[src/hw/scu_cfg_regs.svh]
// register offsets, field positions, reset values and serial frame counts
`ifndef SCU_CFG_REGS_SVH
`define SCU_CFG_REGS_SVH

// ---------------------------------------------------------------
// serial configuration addresses
// ---------------------------------------------------------------
`define SCU_ADDR_CLOCK_GEN    9'h020
`define SCU_ADDR_PIXEL_ARRAY  9'h028
`define SCU_ADDR_FRONT_END    9'h030
`define SCU_ADDR_BIAS_LO      9'h040
`define SCU_ADDR_BIAS_HI      9'h047
`define SCU_ADDR_SERIAL_OUT   9'h070
`define SCU_ADDR_BLACK_LO     9'h080
`define SCU_ADDR_BLACK_HI     9'h087
`define SCU_ADDR_TEST_LO      9'h090
`define SCU_ADDR_TEST_HI      9'h096
`define SCU_ADDR_SEQ_CTRL     9'h0c0
`define SCU_ADDR_WINDOW_SEL   9'h0c3
`define SCU_ADDR_DARK_LINES   9'h0c5
`define SCU_ADDR_FILLER_LINES 9'h0c6
`define SCU_ADDR_EXPOSURE_LO  9'h0c7
`define SCU_ADDR_EXPOSURE_HI  9'h0cb
`define SCU_ADDR_GAIN         9'h0cc
`define SCU_ADDR_SYNC_CFG     9'h0ce
`define SCU_ADDR_GEOM_LO      9'h100
`define SCU_ADDR_GEOM_HI      9'h117

// ---------------------------------------------------------------
// storage indices
// ---------------------------------------------------------------
`define SCU_NREG              62
`define SCU_IDX_CLOCK_GEN     6'h00
`define SCU_IDX_PIXEL_ARRAY   6'h01
`define SCU_IDX_FRONT_END     6'h02
`define SCU_IDX_BIAS          6'h03
`define SCU_IDX_SERIAL_OUT    6'h0b
`define SCU_IDX_BLACK         6'h0c
`define SCU_IDX_TEST          6'h14
`define SCU_IDX_SEQ_CTRL      6'h1b
`define SCU_IDX_WINDOW_SEL    6'h1c
`define SCU_IDX_DARK_LINES    6'h1d
`define SCU_IDX_FILLER_LINES  6'h1e
`define SCU_IDX_EXPOSURE      6'h1f
`define SCU_IDX_EXPOSURE_TOP  6'h23
`define SCU_IDX_GAIN          6'h24
`define SCU_IDX_SYNC_CFG      6'h25
`define SCU_IDX_GEOM          6'h26

// ---------------------------------------------------------------
// field positions and reset value
// ---------------------------------------------------------------
`define SCU_SEQ_ENABLE_BIT    0
`define SCU_SEQ_ROLLING_BIT   1
`define SCU_SEQ_TRIGGER_BIT   4
`define SCU_SEQ_FOLLOWER_BIT  5
`define SCU_SEQ_SUBSAMPLE_BIT 7
`define SCU_SEQ_BINNING_BIT   8
`define SCU_SEQ_EXP_IMM_BIT   10
`define SCU_EXP_GAIN_LAT_BIT  13
`define SCU_SYNC_BLANK_WIN_BIT 8
`define SCU_RESET_WORD        16'h0000

// ---------------------------------------------------------------
// serial frame: 9 address bits, 1 write bit, 16 data bits
// ---------------------------------------------------------------
`define SCU_SPI_ADDR_BITS     5'h09
`define SCU_SPI_LAST_BIT      5'h19

`endif

[src/hw/scu_pkg.sv]
// types shared by the configuration update block
package scu_pkg;

   typedef logic [15:0] scu_word_t;

   typedef struct packed {
      logic                 subsample;
      logic                 binning;
      scu_word_t            window;
      scu_word_t            dark_lines;
      scu_word_t            filler_lines;
      logic [4:0][15:0]     exposure;
      scu_word_t            gain;
   } scu_active_t;

   typedef enum logic [2:0] {
      SCU_IDLE  = 3'b001,
      SCU_SHIFT = 3'b010,
      SCU_HOLD  = 3'b100
   } scu_spi_st_t;

endpackage

[src/hw/scu_cfg_update.sv]
// serial-programmed configuration store with frame-synchronised active copies
`timescale 1ns/100ps
`include "scu_cfg_regs.svh"

// Notes on behaviour
// - black-level writes apply at once; a few frames may be miscompensated
// - sync code writes apply at once; that frame may carry wrong codes
// - test pattern writes apply at once; one frame may show wrong patterns
// - artifact-prone writes take effect without stopping acquisition
// - frame parameters change only at a frame start, never mid-frame
// - a blanked frame sends training patterns instead of image data
// - subsampling and binning bits apply at the next frame start
// - dark or filler line change blanks one frame in rolling mode only
// - rolling mode window switch blanks one frame only if blanking bit set
// - a window switch means the selection register now selects another window
// - resizing the active window never blanks a frame
// - exposure applies one frame late, except triggered master with immediate bit
// - gain applies at the next frame start
// - gain alignment bit delays gain by one more frame to match exposure
module scu_cfg_update (
   // clock, reset, enable
   input  wire logic                        clock,
   input  wire logic                        resetn,
   input  wire logic                        clk_en,
   // serial configuration port
   input  wire logic                        spi_sck,
   input  wire logic                        spi_cs_n,
   input  wire logic                        spi_mosi,
   output      logic                        spi_miso,
   output      logic                        spi_miso_oe,
   // sequencer side
   input  wire logic                        frame_start,
   output      scu_pkg::scu_word_t [`SCU_NREG-1:0] live_cfg,
   output      scu_pkg::scu_active_t        active_cfg,
   output      logic                        send_training
);

   // ---------------------------------------------------------------
   // reset release and pin synchronisers
   // ---------------------------------------------------------------
   logic                rst_meta_q;
   logic                rst_n;
   logic [2:0]          pin_meta_q;
   logic [2:0]          pin_sync_q;
   logic                sck_prev_q;
   logic                sck_s;
   logic                cs_n_s;
   logic                mosi_s;

   always_ff @(posedge clock or negedge resetn) begin
      if (!resetn) begin
         rst_meta_q <= 1'b0;
         rst_n      <= 1'b0;
      end else begin
         rst_meta_q <= 1'b1;
         rst_n      <= rst_meta_q;
      end
   end

   always_ff @(posedge clock or negedge rst_n) begin
      if (!rst_n) begin
         pin_meta_q <= 3'h2;
         pin_sync_q <= 3'h2;
         sck_prev_q <= 1'b0;
      end else if (clk_en) begin
         pin_meta_q <= {spi_mosi, spi_cs_n, spi_sck};
         pin_sync_q <= pin_meta_q;
         sck_prev_q <= pin_sync_q[0];
      end
   end

   assign sck_s  = pin_sync_q[0];
   assign cs_n_s = pin_sync_q[1];
   assign mosi_s = pin_sync_q[2];

   // ---------------------------------------------------------------
   // address decode
   // ---------------------------------------------------------------
   function automatic logic [6:0] map_idx(input logic [8:0] a);
      map_idx = 7'h00;
      if (a == `SCU_ADDR_CLOCK_GEN) map_idx = {1'b1, `SCU_IDX_CLOCK_GEN};
      else if (a == `SCU_ADDR_PIXEL_ARRAY) map_idx = {1'b1, `SCU_IDX_PIXEL_ARRAY};
      else if (a == `SCU_ADDR_FRONT_END) map_idx = {1'b1, `SCU_IDX_FRONT_END};
      else if (a >= `SCU_ADDR_BIAS_LO && a <= `SCU_ADDR_BIAS_HI)
         map_idx = {1'b1, 6'(a - `SCU_ADDR_BIAS_LO + 9'(`SCU_IDX_BIAS))};
      else if (a == `SCU_ADDR_SERIAL_OUT) map_idx = {1'b1, `SCU_IDX_SERIAL_OUT};
      else if (a >= `SCU_ADDR_BLACK_LO && a <= `SCU_ADDR_BLACK_HI)
         map_idx = {1'b1, 6'(a - `SCU_ADDR_BLACK_LO + 9'(`SCU_IDX_BLACK))};
      else if (a >= `SCU_ADDR_TEST_LO && a <= `SCU_ADDR_TEST_HI)
         map_idx = {1'b1, 6'(a - `SCU_ADDR_TEST_LO + 9'(`SCU_IDX_TEST))};
      else if (a == `SCU_ADDR_SEQ_CTRL) map_idx = {1'b1, `SCU_IDX_SEQ_CTRL};
      else if (a == `SCU_ADDR_WINDOW_SEL) map_idx = {1'b1, `SCU_IDX_WINDOW_SEL};
      else if (a == `SCU_ADDR_DARK_LINES) map_idx = {1'b1, `SCU_IDX_DARK_LINES};
      else if (a == `SCU_ADDR_FILLER_LINES) map_idx = {1'b1, `SCU_IDX_FILLER_LINES};
      else if (a >= `SCU_ADDR_EXPOSURE_LO && a <= `SCU_ADDR_EXPOSURE_HI)
         map_idx = {1'b1, 6'(a - `SCU_ADDR_EXPOSURE_LO + 9'(`SCU_IDX_EXPOSURE))};
      else if (a == `SCU_ADDR_GAIN) map_idx = {1'b1, `SCU_IDX_GAIN};
      else if (a == `SCU_ADDR_SYNC_CFG) map_idx = {1'b1, `SCU_IDX_SYNC_CFG};
      else if (a >= `SCU_ADDR_GEOM_LO && a <= `SCU_ADDR_GEOM_HI)
         map_idx = {1'b1, 6'(a - `SCU_ADDR_GEOM_LO + 9'(`SCU_IDX_GEOM))};
   endfunction

   // ---------------------------------------------------------------
   // serial port shifter
   // ---------------------------------------------------------------
   scu_pkg::scu_spi_st_t          st_q, st_d;
   logic [4:0]                    cnt_q, cnt_d;
   logic [25:0]                   sh_q, sh_d;
   logic [15:0]                   out_q, out_d;
   logic                          miso_q, miso_d;
   logic                          oe_q, oe_d;
   logic                          wr_q, wr_d;
   scu_pkg::scu_word_t [`SCU_NREG-1:0] reg_q, reg_d;
   logic [6:0]                    rd_map;
   logic [6:0]                    wr_map;
   logic                          sck_rise;
   logic                          sck_fall;

   assign sck_rise = sck_s & ~sck_prev_q;
   assign sck_fall = ~sck_s & sck_prev_q;
   assign rd_map   = map_idx(sh_q[8:0]);
   assign wr_map   = map_idx(sh_q[25:17]);

   always_comb begin
      st_d   = st_q;
      cnt_d  = cnt_q;
      sh_d   = sh_q;
      out_d  = out_q;
      miso_d = miso_q;
      oe_d   = oe_q;
      wr_d   = 1'b0;
      if (cs_n_s) begin
         st_d   = scu_pkg::SCU_IDLE;
         cnt_d  = 5'h00;
         oe_d   = 1'b0;
         miso_d = 1'b0;
      end else begin
         unique case (st_q)
            scu_pkg::SCU_IDLE: begin
               st_d  = scu_pkg::SCU_SHIFT;
               cnt_d = 5'h00;
               oe_d  = 1'b1;
            end
            scu_pkg::SCU_SHIFT: begin
               if (sck_rise) begin
                  sh_d  = {sh_q[24:0], mosi_s};
                  cnt_d = cnt_q + 5'h01;
                  if (cnt_q == `SCU_SPI_ADDR_BITS) begin
                     out_d = rd_map[6] ? reg_q[rd_map[5:0]] : 16'h0000;
                  end
                  if (cnt_q == `SCU_SPI_LAST_BIT) begin
                     st_d = scu_pkg::SCU_HOLD;
                     wr_d = sh_q[15];
                  end
               end
               if (sck_fall) begin
                  miso_d = out_q[15];
                  out_d  = {out_q[14:0], 1'b0};
               end
            end
            scu_pkg::SCU_HOLD: begin
               st_d = scu_pkg::SCU_HOLD;
            end
         endcase
      end
   end

   always_ff @(posedge clock or negedge rst_n) begin
      if (!rst_n) begin
         st_q   <= scu_pkg::SCU_IDLE;
         cnt_q  <= 5'h00;
         sh_q   <= 26'h0000000;
         out_q  <= 16'h0000;
         miso_q <= 1'b0;
         oe_q   <= 1'b0;
         wr_q   <= 1'b0;
      end else if (clk_en) begin
         st_q   <= st_d;
         cnt_q  <= cnt_d;
         sh_q   <= sh_d;
         out_q  <= out_d;
         miso_q <= miso_d;
         oe_q   <= oe_d;
         wr_q   <= wr_d;
      end
   end

   // ---------------------------------------------------------------
   // live register store
   // ---------------------------------------------------------------
   // static and artifact-prone groups act straight from here, so a
   // write never halts the sequencer; dynamic ones wait as pending
   always_comb begin
      reg_d = reg_q;
      if (wr_q && wr_map[6]) begin
         reg_d[wr_map[5:0]] = sh_q[15:0];
      end
   end

   always_ff @(posedge clock or negedge rst_n) begin
      if (!rst_n) begin
         reg_q <= {`SCU_NREG{`SCU_RESET_WORD}};
      end else if (clk_en) begin
         reg_q <= reg_d;
      end
   end

   // ---------------------------------------------------------------
   // frame-synchronised active copies
   // ---------------------------------------------------------------
   scu_pkg::scu_active_t   act_q, act_d;
   logic [4:0][15:0]       exp_stg_q, exp_stg_d;
   scu_pkg::scu_word_t     gain_stg_q, gain_stg_d;
   logic                   blank_q, blank_d;
   logic [4:0][15:0]       exp_pend;
   logic                   rolling;
   logic                   exp_now;
   logic                   gain_late;
   logic                   win_switch;
   logic                   lines_chg;

   assign exp_pend   = reg_q[`SCU_IDX_EXPOSURE_TOP:`SCU_IDX_EXPOSURE];
   assign rolling    = reg_q[`SCU_IDX_SEQ_CTRL][`SCU_SEQ_ROLLING_BIT];
   assign exp_now    = reg_q[`SCU_IDX_SEQ_CTRL][`SCU_SEQ_TRIGGER_BIT]
                     & ~reg_q[`SCU_IDX_SEQ_CTRL][`SCU_SEQ_FOLLOWER_BIT]
                     & reg_q[`SCU_IDX_SEQ_CTRL][`SCU_SEQ_EXP_IMM_BIT];
   assign gain_late  = reg_q[`SCU_IDX_EXPOSURE][`SCU_EXP_GAIN_LAT_BIT];
   assign win_switch = reg_q[`SCU_IDX_WINDOW_SEL] != act_q.window;
   assign lines_chg  = (reg_q[`SCU_IDX_DARK_LINES] != act_q.dark_lines)
                     | (reg_q[`SCU_IDX_FILLER_LINES] != act_q.filler_lines);

   always_comb begin
      act_d      = act_q;
      exp_stg_d  = exp_stg_q;
      gain_stg_d = gain_stg_q;
      blank_d    = blank_q;
      if (frame_start) begin
         act_d.subsample    = reg_q[`SCU_IDX_SEQ_CTRL][`SCU_SEQ_SUBSAMPLE_BIT];
         act_d.binning      = reg_q[`SCU_IDX_SEQ_CTRL][`SCU_SEQ_BINNING_BIT];
         act_d.window       = reg_q[`SCU_IDX_WINDOW_SEL];
         act_d.dark_lines   = reg_q[`SCU_IDX_DARK_LINES];
         act_d.filler_lines = reg_q[`SCU_IDX_FILLER_LINES];
         exp_stg_d          = exp_pend;
         act_d.exposure     = exp_now ? exp_pend : exp_stg_q;
         gain_stg_d         = reg_q[`SCU_IDX_GAIN];
         act_d.gain         = gain_late ? gain_stg_q : reg_q[`SCU_IDX_GAIN];
         // geometry writes never enter this term
         blank_d = rolling & (lines_chg | (win_switch
                 & reg_q[`SCU_IDX_SYNC_CFG][`SCU_SYNC_BLANK_WIN_BIT]));
      end
   end

   always_ff @(posedge clock or negedge rst_n) begin
      if (!rst_n) begin
         act_q      <= '0;
         exp_stg_q  <= '0;
         gain_stg_q <= `SCU_RESET_WORD;
         blank_q    <= 1'b0;
      end else if (clk_en) begin
         act_q      <= act_d;
         exp_stg_q  <= exp_stg_d;
         gain_stg_q <= gain_stg_d;
         blank_q    <= blank_d;
      end
   end

   assign spi_miso      = miso_q;
   assign spi_miso_oe   = oe_q;
   assign live_cfg      = reg_q;
   assign active_cfg    = act_q;
   assign send_training = blank_q;

   // ---------------------------------------------------------------
   // checks
   // ---------------------------------------------------------------
   logic fs_en;
   assign fs_en = frame_start & clk_en;

   hold_mid_frame_a: assert property (@(posedge clock) disable iff (!rst_n)
      !fs_en |=> $stable(act_q)) else $error("active copy changed mid-frame");
   subsample_apply_a: assert property (@(posedge clock) disable iff (!rst_n)
      fs_en |=> act_q.subsample == $past(reg_q[`SCU_IDX_SEQ_CTRL][`SCU_SEQ_SUBSAMPLE_BIT]))
      else $error("subsample not taken at frame start");
   lines_blank_a: assert property (@(posedge clock) disable iff (!rst_n)
      fs_en && rolling && lines_chg |=> send_training ##1 (fs_en || send_training))
      else $error("line count change did not blank");
   global_no_blank_a: assert property (@(posedge clock) disable iff (!rst_n)
      fs_en && !rolling |=> !send_training) else $error("blank in global shutter");
   window_blank_a: assert property (@(posedge clock) disable iff (!rst_n)
      fs_en && rolling && win_switch && reg_q[`SCU_IDX_SYNC_CFG][`SCU_SYNC_BLANK_WIN_BIT]
      |=> send_training) else $error("window switch did not blank");
   resize_no_blank_a: assert property (@(posedge clock) disable iff (!rst_n)
      fs_en && !win_switch && !lines_chg |=> !send_training)
      else $error("blank without switch or line change");
   training_start_a: assert property (@(posedge clock) disable iff (!rst_n)
      $rose(send_training) |-> $past(fs_en)) else $error("blank began mid-frame");
   gain_next_a: assert property (@(posedge clock) disable iff (!rst_n)
      fs_en && !gain_late |=> act_q.gain == $past(reg_q[`SCU_IDX_GAIN]))
      else $error("gain not taken at frame start");
   gain_late_a: assert property (@(posedge clock) disable iff (!rst_n)
      fs_en && gain_late |=> act_q.gain == $past(gain_stg_q))
      else $error("gain not delayed one frame");
   exposure_late_a: assert property (@(posedge clock) disable iff (!rst_n)
      fs_en && !exp_now |=> act_q.exposure == $past(exp_stg_q))
      else $error("exposure did not lag one frame");
   write_lands_a: assert property (@(posedge clock) disable iff (!rst_n)
      wr_q && wr_map[6] && clk_en |=> live_cfg[$past(wr_map[5:0])] == $past(sh_q[15:0]))
      else $error("register write lost");

endmodule // scu_cfg_update

[config.mk]
export PLATFORM = sky130hd
export DESIGN_NAME = scu_cfg_update
export DESIGN_NICKNAME = d
export VERILOG_FILES = /design/src/hw/scu_pkg.sv /design/src/hw/scu_cfg_update.sv
export VERILOG_INCLUDE_DIRS = /design/src /design/src/hw
export SDC_FILE = /design/constraint.sdc
export NUM_CORES = 2
export LEC_CHECK = 0
export BUFFER_PORTS_ARGS = -buffer_cell sky130_fd_sc_hd__buf_2
export CELL_PAD_IN_SITES_DETAIL_PLACEMENT = 0
export CELL_PAD_IN_SITES_GLOBAL_PLACEMENT = 1
export CORE_AREA = 2 2 444 446
export DETAILED_ROUTE_END_ITERATION = 12
export DIE_AREA = 0 0 446 448
export PLACE_DENSITY_LB_ADDON = 0.1
export SYNTH_ARGS = -nofsm -noshare
export SYNTH_HDL_FRONTEND = slang
export SYNTH_SLANG_ARGS = --single-unit
export TNS_END_PERCENT = 5
[constraint.sdc]
create_clock -name clock -period 63.5 [get_ports clock]
set_input_delay 12.7 -clock clock [delete_from_list [all_inputs] [get_ports clock]]
set_output_delay 12.7 -clock clock [all_outputs]
set_load 0.01 [all_outputs]
### Word-level counts from Yosys, hierarchy flattened

Index checks and enable logic that the tools add are counted.

| storage, ports and cells | value |
|---|---|
| register bits | 1297 |
| bits of input ports | 7 |
| output and inout port bits | 1141 |
| logic and storage cells | 261 |

| operators by class | value |
|---|---|
| $add $sub $neg | 21 |
| magnitude comparators | 23 |
| eq/ne operators | 30 |
| multiplexer cells | 57 |
| bitwise logic cells | 12 |
| reductions and logical operators | 26 |

Operator list:

| kind | number |
|---|---|
| $bwmux W992 | 1 |
| $mux W7 | 30 |
| $mux W16 | 7 |
| $eq A9 B8 Y1 const B | 12 |
| $bmux W16 S6 | 1 |
| $demux W16 S6 | 1 |
| $mux W80 | 1 |
| $eq A9 B6 Y1 const B | 6 |
| $ge A9 B8 Y1 const B | 6 |
| $le A9 B8 Y1 const B | 6 |
| $ne A16 B16 Y1 | 3 |
| $sub A6 B1 Y6 const B | 6 |
| $add A6 B5 Y6 const B | 4 |
| $eq A9 B7 Y1 const B | 2 |
| $ge A9 B7 Y1 const B | 2 |
| $ge A9 B9 Y1 const B | 2 |
| $le A9 B7 Y1 const B | 2 |
| $le A9 B9 Y1 const B | 2 |
| $lt A6 B7 Y1 const B | 2 |
| $add A6 B2 Y6 const B | 2 |
| $add A6 B4 Y6 const B | 2 |
| $add A6 B6 Y6 const B | 2 |
| $logic_and A1 B1 Y1 | 12 |
| $sub A6 B3 Y6 const B | 2 |
| 23 further kinds | 53 |

### Longest topological paths before layout

| logic depth | value |
|---|---|
| word-level depth | 23 |
| mapped depth | 20 |
| depth with buffers taken out | 13 |

### Least setup slack after synthesis

OpenSTA, ideal clock, no wires.

| timing path | value |
|---|---|
| kind | input-to-reg |
| from | in clk_en |
| to | reg reg_q, in the netlist live_cfg[357] |
| setup time | 128 ps |
| arrival time | 14330 ps |
| data required time | 63372 ps |
| setup slack | 49042 ps |
| stages | 8 |
| path buffers | 3 |
| path through | o311ai_2 -> or4b_1 -> buf_4 -> inv_6 -> and2_1 -> buf_6 -> buf_6 -> mux2_1 |

| on the way | value |
|---|---|
| cells in the longest elaborated chain, start to end | 1 |

RTL lines:

| item | RTL line | source |
|---|---|---|
| from (decl) | scu_cfg_update.sv:24 | `input wire logic clk_en,` |
| $reduce_and A2 Y1 (no source line) | n/a |  |
| to (signal assigned) | scu_cfg_update.sv:202 | `` reg_q <= {`SCU_NREG{`SCU_RESET_WORD}}; `` |
| to (signal assigned) | scu_cfg_update.sv:204 | `reg_q <= reg_d;` |
| to (decl) | scu_cfg_update.sv:113 | `` scu_pkg::scu_word_t [`SCU_NREG-1:0] reg_q, reg_d; `` |

Every way passes these cells.
A chain may end at the register's enable or synchronous reset.

### Worst setup path after layout

| timing path | value |
|---|---|
| from | in clk_en |
| to | reg reg_q, in the netlist live_cfg[118] |

Same word-level chain as after synthesis.

==> flow_metrics.py <==
metrics = {
    "synth": {
        "synth_nets": 5184,
        "synthArstFlopShare_pct": 100,
        "ys.flop_type": "dfrtp_1",
        "syn_inst": 5133,
        "syn_avg_cell_area_um2": 12.0,
        "synthDistinctLibCells": 98,
        "synth_edf_count": 0,
        "yosysSeqAreaShare_pct": 52.7,
        "synth_area_um2": 61500,
        "ys_warn_count": 0,
        "ys_ff_latch": 1297,
    },
    "power_and_ir_drop": {
        "powerDensity_nw_per_um2": 24.3,
        "peakVddDrop_v": 0.0000204,
        "p_leak_uw": 0.0386,
    },
    "layout": {
        "nFillCells": 19500,
        "drive_above_1_share_pct": 44.0,
        "syn_to_final_growth_pct": 21.9,
        "nets": 6173,
        "final_cells": 8796,
        "final_area_um2": 75000,
        "final_common_cell": "dfrtp_1",
        "final_cell_mix": "dfrtp_1 (1276), buf_2 (1147), mux2_2 (1116), nand2_1 (785), mux2i_1 (289)",
    },
    "placement": {
        "place_inst": 8502,
        "dp_slack_ns": 47.46,
        "dpl-instance-area_um2": 69800,
        "portBuffers": 1147,
        "gp_congestion": 0.893,
        "dp_hpwl_mm": 221,
    },
    "worst_setup_path": {
        "reg2reg_slack_ns": 55.73,
        "path_cells": "buf_2 > o311ai_2 > nor2_1 > nand2_1 > nor2_4 > mux2_2",
        "end_kind": "flop",
        "arrival_ns": 16.00,
        "path_buf_inv": 1,
        "crit_family": "simple AND/OR/NAND/NOR gates",
        "critPathRequiredTime_ns": 64.19,
        "r2r-start": "sh_q[1]",
        "critical-path-slowest-cell": "nor2_4",
        "r2r_end": "out_q[14]",
        "crit_fanout": 22,
        "critPathLaunchType": "input port",
        "path_class": "in2reg",
        "cp_slowest_stage_delay_ns": 0.82,
        "r2r_cells": 17,
    },
    "drt": {
        "drt_iter0_markers": 3706,
        "ant_nets": 0,
        "vias": 47700,
        "drt_first_pass_iters": 5,
        "viasPerCell": 5.42,
        "remaining_drc_errors": 0,
        "wl_mm": 309,
        "wl_per_cell_um": 35.2,
    },
    "cts": {
        "clk_pin_slew_ns": 0.06,
        "cts_tree": "done",
        "cts_buffers": 160,
        "cts_buffer_depth": 3,
        "cts_resized": 0,
        "cts_setup_buffers": 0,
        "ctsHtreeMaxLevel": 4,
        "cts.sinks": 1297,
        "clock_latency_ns": 0.82,
        "cts-root-buf": "clkbuf_16",
        "hold_buffers": 0,
    },
    "die": {
        "dieArea_um2": 200000,
        "design.portCount": 1148,
        "start_util_pct": 31.6,
        "rows": 162,
        "die_h_um": 448,
        "fp.dieW_um": 446,
        "core-area_um2": 195000,
    },
    "min_path": {
        "hold_path.class": "reg2async",
    },
    "grt": {
        "grt_start_max_net_pins": 197,
        "antenna_found_initial": 18,
        "grt_pass1_vias": 46700,
        "grt.total_usage_pct": 30.2,
        "overflow": 0,
        "grt_pass1_wl_mm": 417,
    },
    "sta": {
        "fin_crit_sh_pct": 24.1,
        "fin_skew_ns": 0.0358,
        "rsz0062_at_grt": "no",
        "max_freq_mhz": 65.3,
        "slew_headroom_pct": 13.2,
        "setup_violations": 0,
        "tns_ns": 0,
        "min_period_ns": 15.31,
        "whs_ns": 0.334,
        "final_hold_viol_count": 0,
        "layout_setup_ws_ns": 48.19,
        "slew_viol_final": 0,
        "max_slew.worst_pin.slew_ns": 1.29,
    },
    "status": {
        "outcome": "completed",
    },
    "flow_run": {
        "drv_cap": 0,
    },
}
==> report_power, final <==
| group | switching (uW) | internal [uW] |
|---|---|---|
| registers | 5.54 | 830 |
| logic | 48.7 | 10.1 |
| clock network | 385 | 544 |
==> cell type report <==
cell class	instances	area, um2	area share (%)
inverter	24	95.1	0.127
tap	2542	3180	4.24
antenna	8	20.0	0.0267
multi-input combinational	3400	27400	36.6
clock inverter	31	412	0.549
timing repair buffer	1239	6540	8.72
clock buffer	255	4820	6.43
sequential	1297	32500	43.3
==> worst max path at each step <==
| stage | start | endpoint | slack [ns] | cells past startpoint |
|---|---|---|---|---|
| final | clk_en | live_cfg[118] | 48.19 | 6 |
| after global routing | clk_en | live_cfg[117] | 48.14 | 6 |
| after CTS | clk_en | live_cfg[114] | 48.34 | 6 |
| after detailed placement | clk_en | live_cfg[117] | 47.46 | 6 |
| after global placement | clk_en | live_cfg[118] | 47.47 | 6 |
| after floorplan | rst_n | active_cfg[0] | 24.67 | 0 |
==> through the flow <==
stage / util, % / power (uW)
after floorplan: - / 885
after global placement: 35.9 / 911
after detailed placement: 35.9 / 911
after CTS: 38.5 / 1850
after global routing: 38.5 / 1880
final: 38.6 / 1820
==> synthesized netlist by cell type, types with 44 or more instances <==
cell	n	share of area [%]
buf_2	130	1.1
a311oi_1	46	0.65
and3_1	57	0.58
a21oi_1	73	0.59
mux2i_1	289	4.7
o21ai_0	151	1.2
nand3_1	217	1.8
nor2_1	85	0.52
dfrtp_1	1294	53
mux2_2	1116	20
ha_1	44	0.89
clkbuf_1	207	1.3
nand2_1	802	4.9
==> kinds of logic (layout without fill, tap and decap cells) <==
kind of cell    Yosys count  in the layout  share of synthesized area (%)
mux                    1489           1489                           27.4
other cells               1              9                        0.00609
flops                  1297           1297                           52.7
compound gates          493            493                           5.39
simple gates           1308           1308                           9.42
xor+xnor                 65             65                          0.925
buf+inv                 436           1549                           3.20
fa+ha+maj                44             44                          0.895
==> worst register-to-register path: stages (launching register included) <==
cell	delay (ns)
dfrtp_4	0.51
buf_4	0.69
inv_1	0.43
ha_1	0.40
nand4_1	0.16
or3_1	0.17
o21ai_0	0.11
a211oi_1	0.46
and2_4	0.66
buf_4	0.74
buf_4	0.73
buf_4	0.64
nand3_1	0.67
a21oi_1	0.31
nor4_1	0.09
a22o_1	0.29
or4_1	0.52
o21ai_1	0.14
==> layer usage <==
layer | GRT usage, % | wire length [um] | up-vias
li1 | - | - | 20300
met1 | 37.8 | 126000 | 25300
met2 | 49.5 | 148000 | 1613
met3 | 7.79 | 21400 | 405
met4 | 12.4 | 14200 | 0
met5 | 0 | 0 | -
==> sequential cells by signal (all words and copies together), names as in the netlist, 3 cells and up <==
register and cells:
live_cfg 992, active_cfg 146, exp_stg_q 80, sh_q 26, gain_stg_q 16, out_q 16
cnt_q 5, pin_meta_q 3, pin_sync_q 3, st_q 3
Power figures use the tool's default switching activity.
